$ cat config.mk
export PLATFORM = sky130hd
export DESIGN_NAME = iop_top
export DESIGN_NICKNAME = d
export VERILOG_FILES = /design/src/hw/iop_pkg.sv /design/src/hw/iop_top.sv
export VERILOG_INCLUDE_DIRS = /design/src /design/src/hw
export SDC_FILE = /design/constraint.sdc
export NUM_CORES = 2
export LEC_CHECK = 0
export BUFFER_PORTS_ARGS = -buffer_cell sky130_fd_sc_hd__buf_2
export CAP_MARGIN = 20
export CORE_MARGIN = 8
export CORE_UTILIZATION = 59
export DETAILED_ROUTE_END_ITERATION = 7
export HOLD_SLACK_MARGIN = 0.08
export PLACE_DENSITY_LB_ADDON = 0.12
export RECOVER_POWER = 50
export SYNTH_ARGS = -nofsm -noshare
export SYNTH_HDL_FRONTEND = slang
export SYNTH_SLANG_ARGS = --single-unit
$ cat constraint.sdc
create_clock -name pclk -period 14 [get_ports pclk]
set_input_delay 0.7 -clock pclk [delete_from_list [all_inputs] [get_ports pclk]]
set_output_delay 0.7 -clock pclk [all_outputs]
set_load 0.1 [all_outputs]
$ cat src/hw/iop_params.svh
/*
 * offsets, field positions, reset values and filter constants for the
 * field i/o conditioner. assumes a 32-bit apb with byte addresses.
 */
`ifndef IOP_PARAMS_SVH
`define IOP_PARAMS_SVH
`define IOP_A_CTRL    12'h000
`define IOP_A_POL     12'h004
`define IOP_A_FORCE   12'h008
`define IOP_A_IMAP    12'h00C
`define IOP_A_OMAP    12'h010
`define IOP_A_VIO     12'h014
`define IOP_A_BW      12'h018
`define IOP_A_VMIN    12'h01C
`define IOP_A_VMAX    12'h020
`define IOP_A_TRIPLO  12'h024
`define IOP_A_TRIPHI  12'h028
`define IOP_A_CMDMIN  12'h02C
`define IOP_A_CMDMAX  12'h030
`define IOP_A_IOSTAT  12'h034
`define IOP_A_ANASTAT 12'h038
`define IOP_A_ISTAT   12'h03C
`define IOP_A_IMASK   12'h040
`define IOP_A_SAVED   12'h044
`define IOP_C_DNLD    0
`define IOP_C_CAPMIN  1
`define IOP_C_CAPMAX  2
`define IOP_C_FRST    3
`define IOP_C_UNIP    4
`define IOP_C_LOEN    5
`define IOP_C_HIEN    6
`define IOP_C_LEGACY  7
`define IOP_C_FACT    8
`define IOP_I_LOST    0
`define IOP_I_CAP     1
`define IOP_I_DNLD    2
`define IOP_RST_VMIN  16'h8001
`define IOP_RST_VMAX  16'h7FFF
`define IOP_RST_BW    16'h0002
`define IOP_SAMPLE_HZ 1000
`define IOP_DIV_STEPS 34
`endif

$ cat src/hw/iop_pkg.sv
/*
 * types and shared decode for the field i/o conditioner.
 * assumes iop_params.svh is on the include path.
 */
package iop_pkg;
    typedef enum logic {IOP_DIV_IDLE, IOP_DIV_RUN} iop_div_st_t;
    typedef logic [2:0] iop_sel_t;

    function automatic iop_sel_t iop_fld3(input logic [31:0] v, input int i);
        iop_fld3 = v[3*i +: 3];
    endfunction : iop_fld3
endpackage : iop_pkg

$ cat src/hw/iop_top.sv
/*
 * field i/o conditioner: digital line polarity, mapping, virtual channels,
 * output forcing, analog filter, scaling and loss-of-signal trip, apb slave.
 * assumes adc samples arrive on pclk with a one-cycle valid strobe and
 * that field input pins are asynchronous.
 */
`timescale 1ns/1ps
`include "iop_params.svh"
module iop_top #(
    parameter int NIN      = 8,
    parameter int NOUT     = 4,
    parameter int SAMPLE_HZ = `IOP_SAMPLE_HZ,
    parameter bit HAS_RANGE = 1'b1
) (
    input  wire logic              pclk,
    input  wire logic              presetn,
    input  wire logic              psel,
    input  wire logic              penable,
    input  wire logic              pwrite,
    input  wire logic [11:0]       paddr,
    input  wire logic [31:0]       pwdata,
    output logic      [31:0]       prdata,
    output logic                   pready,
    output logic                   pslverr,
    input  wire logic [NIN-1:0]    din_pin,
    input  wire logic [7:0]        func_out,
    output logic      [7:0]        func_in,
    output logic      [NOUT-1:0]   dout_pin,
    input  wire logic [15:0]       adc_data,
    input  wire logic              adc_valid,
    output logic      [15:0]       ana_cmd,
    output logic                   signal_lost_fault,
    output logic                   ana_hold,
    output logic                   irq
);
    import iop_pkg::*;

    // coefficient in q16 per hertz: 2*pi*65536 / sample rate
    localparam int COEF_PER_HZ = (411775 + SAMPLE_HZ / 2) / SAMPLE_HZ;

    logic [31:0] ctrl_q, pol_q, force_q, imap_q, omap_q, vio_q, bw_q;
    logic [31:0] imap_act_q, omap_act_q;
    logic [15:0] vmin_q, vmax_q, trlo_q, trhi_q, cmin_q, cmax_q;
    logic [15:0] vmin_sv_q, vmax_sv_q;
    logic [2:0]  ist_q, imask_q;
    logic [NIN-1:0] sy1_q, sy2_q;
    logic        wr, rd_setup, hit;
    logic [31:0] rdat;
    logic signed [31:0] filt_q;

    assign wr       = psel & penable & pwrite;
    assign rd_setup = psel & ~penable;
    assign pready   = 1'b1;

    always_comb begin
        hit  = 1'b1;
        rdat = 32'h0;
        unique case (paddr)
            `IOP_A_CTRL:    rdat = {23'h0, ctrl_q[`IOP_C_FACT:`IOP_C_UNIP], 4'h0};
            `IOP_A_POL:     rdat = pol_q;
            `IOP_A_FORCE:   rdat = force_q;
            `IOP_A_IMAP:    rdat = imap_q;
            `IOP_A_OMAP:    rdat = omap_q;
            `IOP_A_VIO:     rdat = vio_q;
            `IOP_A_BW:      rdat = bw_q;
            `IOP_A_VMIN:    rdat = {16'h0, vmin_q};
            `IOP_A_VMAX:    rdat = {16'h0, vmax_q};
            `IOP_A_TRIPLO:  rdat = {16'h0, trlo_q};
            `IOP_A_TRIPHI:  rdat = {16'h0, trhi_q};
            `IOP_A_CMDMIN:  rdat = {16'h0, cmin_q};
            `IOP_A_CMDMAX:  rdat = {16'h0, cmax_q};
            `IOP_A_IOSTAT:  rdat = {func_in, 4'h0, 4'(dout_pin), 8'h0, 8'(sy2_q)};
            `IOP_A_ANASTAT: rdat = {ana_cmd, filt_q[31:16]};
            `IOP_A_ISTAT:   rdat = {29'h0, ist_q};
            `IOP_A_IMASK:   rdat = {29'h0, imask_q};
            `IOP_A_SAVED:   rdat = {vmax_sv_q, vmin_sv_q};
            default:        hit  = 1'b0;
        endcase
    end

    always_ff @(posedge pclk or negedge presetn) begin
        if (!presetn) begin
            prdata  <= 32'h0;
            pslverr <= 1'b0;
        end else if (rd_setup) begin
            prdata  <= pwrite ? 32'h0 : rdat;
            pslverr <= ~hit;
        end
    end

    logic dnld, cap_min, cap_max, frst;
    assign dnld    = wr & (paddr == `IOP_A_CTRL) & pwdata[`IOP_C_DNLD];
    assign cap_min = wr & (paddr == `IOP_A_CTRL) & pwdata[`IOP_C_CAPMIN];
    assign cap_max = wr & (paddr == `IOP_A_CTRL) & pwdata[`IOP_C_CAPMAX];
    assign frst    = wr & (paddr == `IOP_A_CTRL) & pwdata[`IOP_C_FRST];

    logic signed [15:0] x_q;

    always_ff @(posedge pclk or negedge presetn) begin
        if (!presetn) begin
            ctrl_q  <= 32'h0;
            pol_q   <= 32'h0;
            force_q <= 32'h0;
            imap_q  <= 32'h0;
            omap_q  <= 32'h0;
            vio_q   <= 32'h0;
            bw_q    <= {16'h0, `IOP_RST_BW};
            vmin_q  <= `IOP_RST_VMIN;
            vmax_q  <= `IOP_RST_VMAX;
            trlo_q  <= `IOP_RST_VMIN;
            trhi_q  <= `IOP_RST_VMAX;
            cmin_q  <= `IOP_RST_VMIN;
            cmax_q  <= `IOP_RST_VMAX;
            imask_q <= 3'h0;
        end else begin
            if (wr) begin
                unique case (paddr)
                    // legacy enable bit is dropped: input is always on
                    `IOP_A_CTRL:   ctrl_q  <= {23'h0, pwdata[`IOP_C_FACT], 1'b0,
                                               pwdata[`IOP_C_HIEN:`IOP_C_UNIP], 4'h0};
                    `IOP_A_POL:    pol_q   <= pwdata;
                    `IOP_A_FORCE:  force_q <= pwdata;
                    `IOP_A_IMAP:   imap_q  <= pwdata;
                    `IOP_A_OMAP:   omap_q  <= pwdata;
                    `IOP_A_VIO:    vio_q   <= pwdata;
                    `IOP_A_BW:     bw_q    <= {16'h0, pwdata[15:0]};
                    `IOP_A_VMIN:   vmin_q  <= pwdata[15:0];
                    `IOP_A_VMAX:   vmax_q  <= pwdata[15:0];
                    `IOP_A_TRIPLO: trlo_q  <= pwdata[15:0];
                    `IOP_A_TRIPHI: trhi_q  <= pwdata[15:0];
                    `IOP_A_CMDMIN: cmin_q  <= pwdata[15:0];
                    `IOP_A_CMDMAX: cmax_q  <= pwdata[15:0];
                    `IOP_A_IMASK:  imask_q <= pwdata[2:0];
                    default: ;
                endcase
            end
            if (cap_min) vmin_q <= x_q;
            if (cap_max) vmax_q <= x_q;
        end
    end

    // maps and saved endpoints follow the edits only on download
    always_ff @(posedge pclk or negedge presetn) begin
        if (!presetn) begin
            imap_act_q <= 32'h0;
            omap_act_q <= 32'h0;
            vmin_sv_q  <= `IOP_RST_VMIN;
            vmax_sv_q  <= `IOP_RST_VMAX;
        end else if (dnld) begin
            imap_act_q <= imap_q;
            omap_act_q <= omap_q;
            vmin_sv_q  <= vmin_q;
            vmax_sv_q  <= vmax_q;
        end
    end

    always_ff @(posedge pclk or negedge presetn) begin
        if (!presetn) begin
            sy1_q <= '0;
            sy2_q <= '0;
        end else begin
            sy1_q <= din_pin;
            sy2_q <= sy1_q;
        end
    end

    logic [7:0] fin_d;
    always_comb begin
        fin_d = 8'h0;
        for (int i = 0; i < NIN; i++) begin
            if (sy2_q[i] ^ pol_q[i])
                fin_d[iop_fld3(imap_act_q, i)] = 1'b1;
        end
        // virtual channels win over the pins for the chosen function
        // bit 7 of each channel enables it, so an unassigned channel routes nothing
        for (int k = 0; k < 2; k++) begin
            if (vio_q[9*k+7] && func_out[iop_fld3(vio_q, 3*k)])
                fin_d[iop_fld3(vio_q, 3*k+1)] = vio_q[9*k+6];
        end
    end

    always_ff @(posedge pclk or negedge presetn) begin
        if (!presetn) func_in <= 8'h0;
        else          func_in <= fin_d;
    end

    genvar j;
    generate
        for (j = 0; j < NOUT; j++) begin : g_out
            always_ff @(posedge pclk or negedge presetn) begin
                if (!presetn)
                    dout_pin[j] <= 1'b0;
                else if (force_q[j])
                    dout_pin[j] <= 1'b1;
                else if (force_q[8+j])
                    dout_pin[j] <= 1'b0;
                else
                    dout_pin[j] <= func_out[iop_fld3(omap_act_q, j)] ^ pol_q[8+j];
            end
        end
    endgenerate

    // analog path: unipolar mode clips negative codes to zero
    logic signed [15:0] x_d;
    always_comb begin
        x_d = adc_data;
        if (HAS_RANGE && ctrl_q[`IOP_C_UNIP] && adc_data[15])
            x_d = 16'h0000;
    end

    logic        [16:0] alpha;
    logic signed [32:0] ferr;
    logic signed [50:0] fstep;
    logic        [31:0] coef_w;
    assign coef_w = bw_q[15:0] * 32'(COEF_PER_HZ);
    assign alpha  = (coef_w > 32'h0001_0000) ? 17'h10000 : coef_w[16:0];
    assign ferr   = {x_d[15], x_d, 16'h0} - {filt_q[31], filt_q};
    assign fstep  = (ferr * $signed({1'b0, alpha})) >>> 16;
    assign ana_hold = (bw_q[15:0] == 16'h0);

    always_ff @(posedge pclk or negedge presetn) begin
        if (!presetn) begin
            x_q    <= 16'h0;
            filt_q <= 32'h0;
        end else if (adc_valid) begin
            x_q    <= x_d;
            filt_q <= filt_q + fstep[31:0];
        end
    end

    // scaler starts a cycle after the sample so it sees the updated filter
    logic go_q;
    always_ff @(posedge pclk or negedge presetn) begin
        if (!presetn) go_q <= 1'b0;
        else          go_q <= adc_valid;
    end

    // scaling: cmin + (yc - vmin) * (cmax - cmin) / (vmax - vmin), yc being y clamped to vmin..vmax
    iop_div_st_t        st_q;
    logic        [5:0]  cnt_q;
    logic        [33:0] quo_q;
    logic        [17:0] rem_q;
    logic        [16:0] den_q;
    logic               neg_q;
    logic signed [15:0] y, yc;
    logic signed [33:0] num;
    logic        [17:0] rsh;
    logic signed [16:0] den_w;
    assign y     = filt_q[31:16];
    assign yc    = (y < $signed(vmin_q)) ? $signed(vmin_q) :
                   (y > $signed(vmax_q)) ? $signed(vmax_q) : y;
    assign num   = 34'($signed({yc[15], yc} - {vmin_q[15], vmin_q}) *
                   $signed({cmax_q[15], cmax_q} - {cmin_q[15], cmin_q}));
    assign den_w = {vmax_q[15], vmax_q} - {vmin_q[15], vmin_q};
    assign rsh   = {rem_q[16:0], quo_q[33]};

    logic signed [16:0] qs;
    assign qs = neg_q ? -$signed(quo_q[16:0]) : $signed(quo_q[16:0]);

    always_ff @(posedge pclk or negedge presetn) begin
        if (!presetn) begin
            st_q    <= IOP_DIV_IDLE;
            cnt_q   <= 6'h0;
            quo_q   <= 34'h0;
            rem_q   <= 18'h0;
            den_q   <= 17'h0;
            neg_q   <= 1'b0;
            ana_cmd <= 16'h0;
        end else begin
            unique case (st_q)
                IOP_DIV_IDLE: if (go_q) begin
                    if (den_w <= 0) begin
                        ana_cmd <= cmin_q;
                    end else begin
                        st_q  <= IOP_DIV_RUN;
                        cnt_q <= 6'(`IOP_DIV_STEPS);
                        neg_q <= num[33];
                        quo_q <= num[33] ? -num : num;
                        rem_q <= 18'h0;
                        den_q <= den_w;
                    end
                end
                IOP_DIV_RUN: begin
                    if (rsh >= {1'b0, den_q}) begin
                        rem_q <= rsh - {1'b0, den_q};
                        quo_q <= {quo_q[32:0], 1'b1};
                    end else begin
                        rem_q <= rsh;
                        quo_q <= {quo_q[32:0], 1'b0};
                    end
                    cnt_q <= cnt_q - 6'h1;
                    if (cnt_q == 6'h0) begin
                        st_q <= IOP_DIV_IDLE;
                        // the fault action may park the command at its minimum
                        ana_cmd <= (signal_lost_fault && ctrl_q[`IOP_C_FACT]) ?
                                   cmin_q : 16'(cmin_q + qs[15:0]);
                    end
                end
            endcase
        end
    end

    logic trip;
    assign trip = (ctrl_q[`IOP_C_LOEN] && x_q < $signed(trlo_q)) ||
                  (ctrl_q[`IOP_C_HIEN] && x_q > $signed(trhi_q));

    always_ff @(posedge pclk or negedge presetn) begin
        if (!presetn)   signal_lost_fault <= 1'b0;
        else if (trip)  signal_lost_fault <= 1'b1;
        else if (frst)  signal_lost_fault <= 1'b0;
    end

    logic [2:0] iev;
    assign iev = {dnld, cap_min | cap_max, trip & ~signal_lost_fault};
    always_ff @(posedge pclk or negedge presetn) begin
        if (!presetn) ist_q <= 3'h0;
        else ist_q <= iev | (ist_q & ~((wr && paddr == `IOP_A_ISTAT) ? pwdata[2:0] : 3'h0));
    end
    assign irq = |(ist_q & imask_q);
endmodule : iop_top

=== Yosys cells after proc, flatten, opt, wreduce, memory -nomap -nowiden ===
Index checks and enable logic that the tools add are counted.

* $add $sub $neg: 10
* Multiply operators: 3
* Order comparisons: 33
* Equality and inequality tests: 21
* Multiplexer cells: 90
* Bitwise logic cells: 38
* Reductions and logical operators: 45

{| class="wikitable"
|+ Operator list
! kind !! count
|-
| case mux 32 bit (18 select lines) || 1
|-
| two-way mux 16 bit || 14
|-
| two-way mux 34 bit || 3
|-
| equality test 12 x 6 -> 1 bit, second input constant || 8
|-
| two-way mux 8 bit || 10
|-
| two-way mux 17 bit || 4
|-
| case mux 34 bit (2 select lines) || 1
|-
| < comparator 3 x 4 -> 1 bit, second input constant || 16
|-
| OR 8 bit || 7
|-
| subtractor 16 x 16 -> 17 bit || 3
|-
| equality test 12 x 5 -> 1 bit, second input constant || 4
|-
| multiplier 33 x 18 -> 48 bit || 1
|-
| multiplier 17 x 17 -> 34 bit || 1
|-
| negator 34 bit || 1
|-
| case mux 17 bit (2 select lines) || 1
|-
| subtractor 32 x 32 -> 33 bit || 1
|-
| adder 32 bit || 1
|-
| > comparator 16 bit || 2
|-
| < comparator 16 bit || 2
|-
| two-way mux 32 bit || 1
|-
| case mux 16 bit (2 select lines) || 1
|-
| two-way mux 1 bit || 31
|-
| demux 1 bit (select 3 bit) || 10
|-
| greater-or-equal comparator 3 x 1 -> 1 bit, second input constant || 10
|-
| other kinds (36) || 106
|}

* Bits in registers: 553
* Input bits: 82
* Output and inout bits: 65
* Word-level logic and storage cells: 279

=== Longest topological paths before layout ===
* Depth after elaboration: 23
* Mapped depth: 63
* Gate-level depth less buffers: 59

=== Least setup slack after synthesis ===
No wires, ideal clock.

* Kind: register to register
* From: register bw_q[5]
* To: register filt_q[28]
* Library setup time: 0.083 ns
* Arrival: 13.747 ns
* Required time: 13.917 ns
* Slack: 0.170 ns
* Stages on the path, launching flop included: 58
* Buffers on the path: 3
* Period minus slack after synthesis: 13.830 ns
* Cells stage by stage: dfrtp_1 -> inv_1 -> ha_1 -> inv_1 -> fa_1 -> inv_1 -> fa_1 -> inv_1 -> fa_1 -> inv_1 -> ha_1 -> and2_1 -> a221o_1 -> o31ai_2 -> a211oi_1 -> or4_1 -> or4_4 -> nor4_1 -> [... 22 more ...] -> o31ai_1 -> and2_1 -> o21a_1 -> nor2_1 -> xnor2_1 -> ha_1 -> and3_1 -> a211oi_1 -> o311ai_0 -> a221oi_1 -> a211oi_1 -> o41ai_1 -> a21oi_1 -> or4_1 -> a31oi_1 -> xnor2_1 -> nand2_1 -> o21ai_0

* Longest elaborated chain between the ends: 5

{| class="wikitable"
|+ RTL lines
! item !! line !! source
|-
| start: declaration || iop_top.sv:41 || <nowiki>logic [31:0] ctrl_q, pol_q, force_q, imap_q, omap_q, vio_q, bw_q;</nowiki>
|-
| start signal: assignment || iop_top.sv:107 || <nowiki>bw_q <= {16'h0, `IOP_RST_BW};</nowiki>
|-
| start signal: assignment || iop_top.sv:126 || <nowiki>`IOP_A_BW: bw_q <= {16'h0, pwdata[15:0]};</nowiki>
|-
| multiplier 16 x 7 -> 23 bit (*) || iop_top.sv:215 || <nowiki>assign coef_w = bw_q[15:0] * 32'(COEF_PER_HZ);</nowiki>
|-
| > comparator 25 x 17 -> 1 bit || iop_top.sv:216 || <nowiki>assign alpha = (coef_w > 32'h0001_0000) ? 17'h10000 : coef_w[16:0];</nowiki>
|-
| two-way mux 17 bit (*) || iop_top.sv:216 ||
|-
| multiplier 33 x 18 -> 48 bit (*) || iop_top.sv:218 || <nowiki>assign fstep = (ferr * $signed({1'b0, alpha})) >>> 16;</nowiki>
|-
| adder 32 bit (*) || iop_top.sv:227 || <nowiki>filt_q <= filt_q + fstep[31:0];</nowiki>
|-
| end signal: assignment || iop_top.sv:227 ||
|-
| end: declaration || iop_top.sv:49 || <nowiki>logic signed [31:0] filt_q;</nowiki>
|}

Mark *: on every way between the ends. The rest lies on a longest branch, timed or not.
A chain may end at the register's enable or synchronous reset.

=== Final worst setup path ===
* From: register bw_q[4]
* To: register filt_q[28]

Same word-level chain as after synthesis.

==> reports/results.txt <==
run status: complete, but fails checks
violated checks: design-rule violations, max-capacitance violations, max-slew violations
count of unresolved DRC violations after routing: 12
EDFF count, synth: 0
TritonCTS clock tree: done
via count of the first global-routing pass: 52,198
number of flip-flops and latches in the synthesized netlist: 553
antenna violations before repair: 11
max frequency: 74.0 MHz
total number of clock tree sinks: 553
estimated wirelength of the detail-placed design: 160 mm
area taken by multi-input logic gates: 44,800 um2
number of buffers inserted during clock tree synthesis: 66
final estimated routing congestion in global placement: 1.01
average cell area after synthesis: 9.23 um2
largest family of logic cells by synthesized area: adder cells
post-route antenna net violation count: 0
Remaining Overflow, GRT: 0
data arrival time of the critical path: 14.06 ns
static leakage power: 33.2 nW
worst setup path class: reg2reg
post-route cell area: 70,000 um2
first-pass detailed-route iteration total: 8
WL/cell: 23.6 um
hold violation total from the final report: 0
clock slew at the register clock pins of the worst setup and hold paths: 0.07 ns
dpl cell area: 67,000 um2
routed wire length: 202 mm
drt initial violations: 5,192
total global-route track usage: 34.0%
cell area after synthesis: 63,300 um2
sequential share of the synthesized area: 22.0%
CP max stage cell: fa_1
crit start category: flip-flop
clock root buffer master: clkbuf_16
worst-path fanout max: 6
final net count: 8,451
Max-slew headroom: -361%
power per cell area: 176 nW/um2
parity-gate share of the synthesized area counting xor and xnor cells: 3.86%
fraction of registers with async set/reset: 100%
number of port buffers: 145
leading register cell type out of synthesis: dfrtp_1
H-tree depth: 3
area of the die: 118,000 um2
final critical-path share of the clock period: 96.5%
final max-slew violation count: 423
class of the worst hold path: in2reg
crit end category: flip-flop
dominant cell type by count on the critical path: fa_1
total number of placement rows: 120
net count after synthesis: 8,214
Syn-to-layout area delta: 10.5%
final number of setup-violating endpoints: 0
CTS max path bufs: 3
final-layout fill cell count: 8,938
per-cell via count in the routed design: 6.00
total number of vias: 51,372
die extent in x: 344 um
Skew-Pair Late Insertion Delay: 0.64 ns
multiplexer share of the synthesized area: 7.04%
synthesized-area fraction occupied by ao, oa, aoi and oai cells: 11.1%
first-pass GRT wire length: 310 mm
clock tree skew after final layout: 0.0202 ns
share of post-route cells with drive strength above 1: 14.0%
count of warnings emitted by yosys: 0
MaxCap Viol Count: 7
Yosys cell types: 88
maximum number of pins on one net before global-route repair: 124
IR Drop Worst-Case VDD: 400 uV
initial cell density of the core: 59.3%
area taken by flip-flops and latches: 13,900 um2
area fraction in and, or, nand and nor cells after synthesis: 13.4%
Post-Syn Instances: 6,861
Least-Margin Pin Slew: 6.91 ns
slowest stage delay, CP: 0.57 ns
Final min period: 13.51 ns
placeable core region: 107,000 um2
adder-cell share of the synthesized area: 34.3%
required time of the critical path: 14.55 ns
number of ports placed on the die boundary: 147
vertical die dimension: 344 um
setup TNS: 0 ns
-- registers in the layout, summed over array words and instances (netlist names), 32 cells and up --
register and flops:
filt_q 32, force_q 32, omap_q 32, prdata 32, pol_q 32, imap_q 32, vio_q 32, quo_q 34
-- cells by family after synthesis --
| kind of cell | after synthesis |
|---|---|
| fa+ha+maj | 1271 |
| other cells | 1 |
| compound gates | 1065 |
| xor+xnor | 279 |
| flops | 553 |
| buf+inv | 1384 |
| simple gates | 1912 |
| mux | 396 |
-- final timing paths --
kind	from	endpoint	slack, ns	cells after the start
max	bw_q[4]	filt_q[28]	0.49	59
min	din_pin[4]	sy1_q[4]	0.17	1
max reg2reg	bw_q[4]	filt_q[28]	0.49	59
min reg2reg	sy1_q[0]	sy2_q[0]	0.36	0
max in group asynchronous	presetn	bw_q[3]	5.00	4
min in group asynchronous	presetn	prdata[24]	2.65	1
-- cell usage after synthesis (76+ instances only) --
| cell | instances | area (um2) |
|---|---|---|
| dfrtp_1 | 484 | 12100 |
| nor2b_1 | 76 | 475 |
| o21ai_0 | 308 | 1540 |
| inv_1 | 1118 | 4200 |
| fa_1 | 777 | 15600 |
| a21o_1 | 101 | 758 |
| a21oi_1 | 194 | 971 |
| mux2_2 | 278 | 3130 |
| xnor2_1 | 180 | 1580 |
| clkbuf_1 | 235 | 882 |
| ha_1 | 494 | 6180 |
| nor2_1 | 579 | 2170 |
| xor2_1 | 99 | 867 |
| mux2i_1 | 106 | 1060 |
| nand2_1 | 794 | 2980 |
-- cell type report --
class	instances	area share (%)
timing repair buffer	433	4.34
multi-input combinational	4924	64.0
inverter	1120	6.01
sequential	553	19.9
clock buffer	87	2.66
antenna	2	0.00715
clock inverter	33	0.560
tap	1403	2.51
-- where the power goes --
| group | internal [mW] | switching (mW) |
|---|---|---|
| sequential | 1.78 | 0.288 |
| combinational | 3.29 | 5.12 |
| clock | 1.03 | 0.768 |
| total | 6.10 | 6.18 |
-- cells in the final DEF, fill, tap and decap left out, drive strengths merged, types with 76 or more instances in the layout --
master and n:
a21o 101, nor2 579, nand2 794, xnor2 180, nor2b 76, buf 363, fa 777, mux2i 106
mux2 278, ha 494, inv 1121, o21ai 314, clkbuf 157, xor2 99, a21oi 195, dfrtp 484
-- critical path, delay by kind of cell (launching register included) --
| family | cells | cell delay [ns] |
|---|---|---|
| XOR/XNOR | 3 | 0.57 |
| AND/OR/NAND/NOR | 11 | 1.94 |
| buffers and inverters | 13 | 1.26 |
| adder cells (fa/ha/maj) | 13 | 5.61 |
| flip-flops | 1 | 0.41 |
| AO/OA/AOI/OAI | 19 | 3.61 |
-- through the flow --
step	power, mW	instances	setup WS [ns]	hold slack (ns)	utilization, %
floorplan	7.78	6861	0.170	0.331	-
global placement	10.1	8405	-0.0157	0.338	62.8
detailed placement	10.2	8406	-0.212	0.336	62.8
CTS	12.1	8529	-0.00405	0.139	64.9
global route	13.2	8555	-0.207	0.147	65.6
finish	12.3	8555	0.488	0.171	65.6
-- repair_timing --
item                       CTS  global route
hold buffers                 0             0
pin swaps                    0            50
setup endpoints to repair    6            44
buffers inserted             2            17
cloned                       1             3
gates resized for setup     14           152
-- routing by layer --
metal,up-vias,track usage [%],part of all wire (%)
met1,25713,46.1,41
met3,531,6.77,9.3
met2,2240,53.5,45
met4,12,14.1,5.0
met5,-,0,0.055
li1,22876,-,-
(Power assumes the default switching activity.)
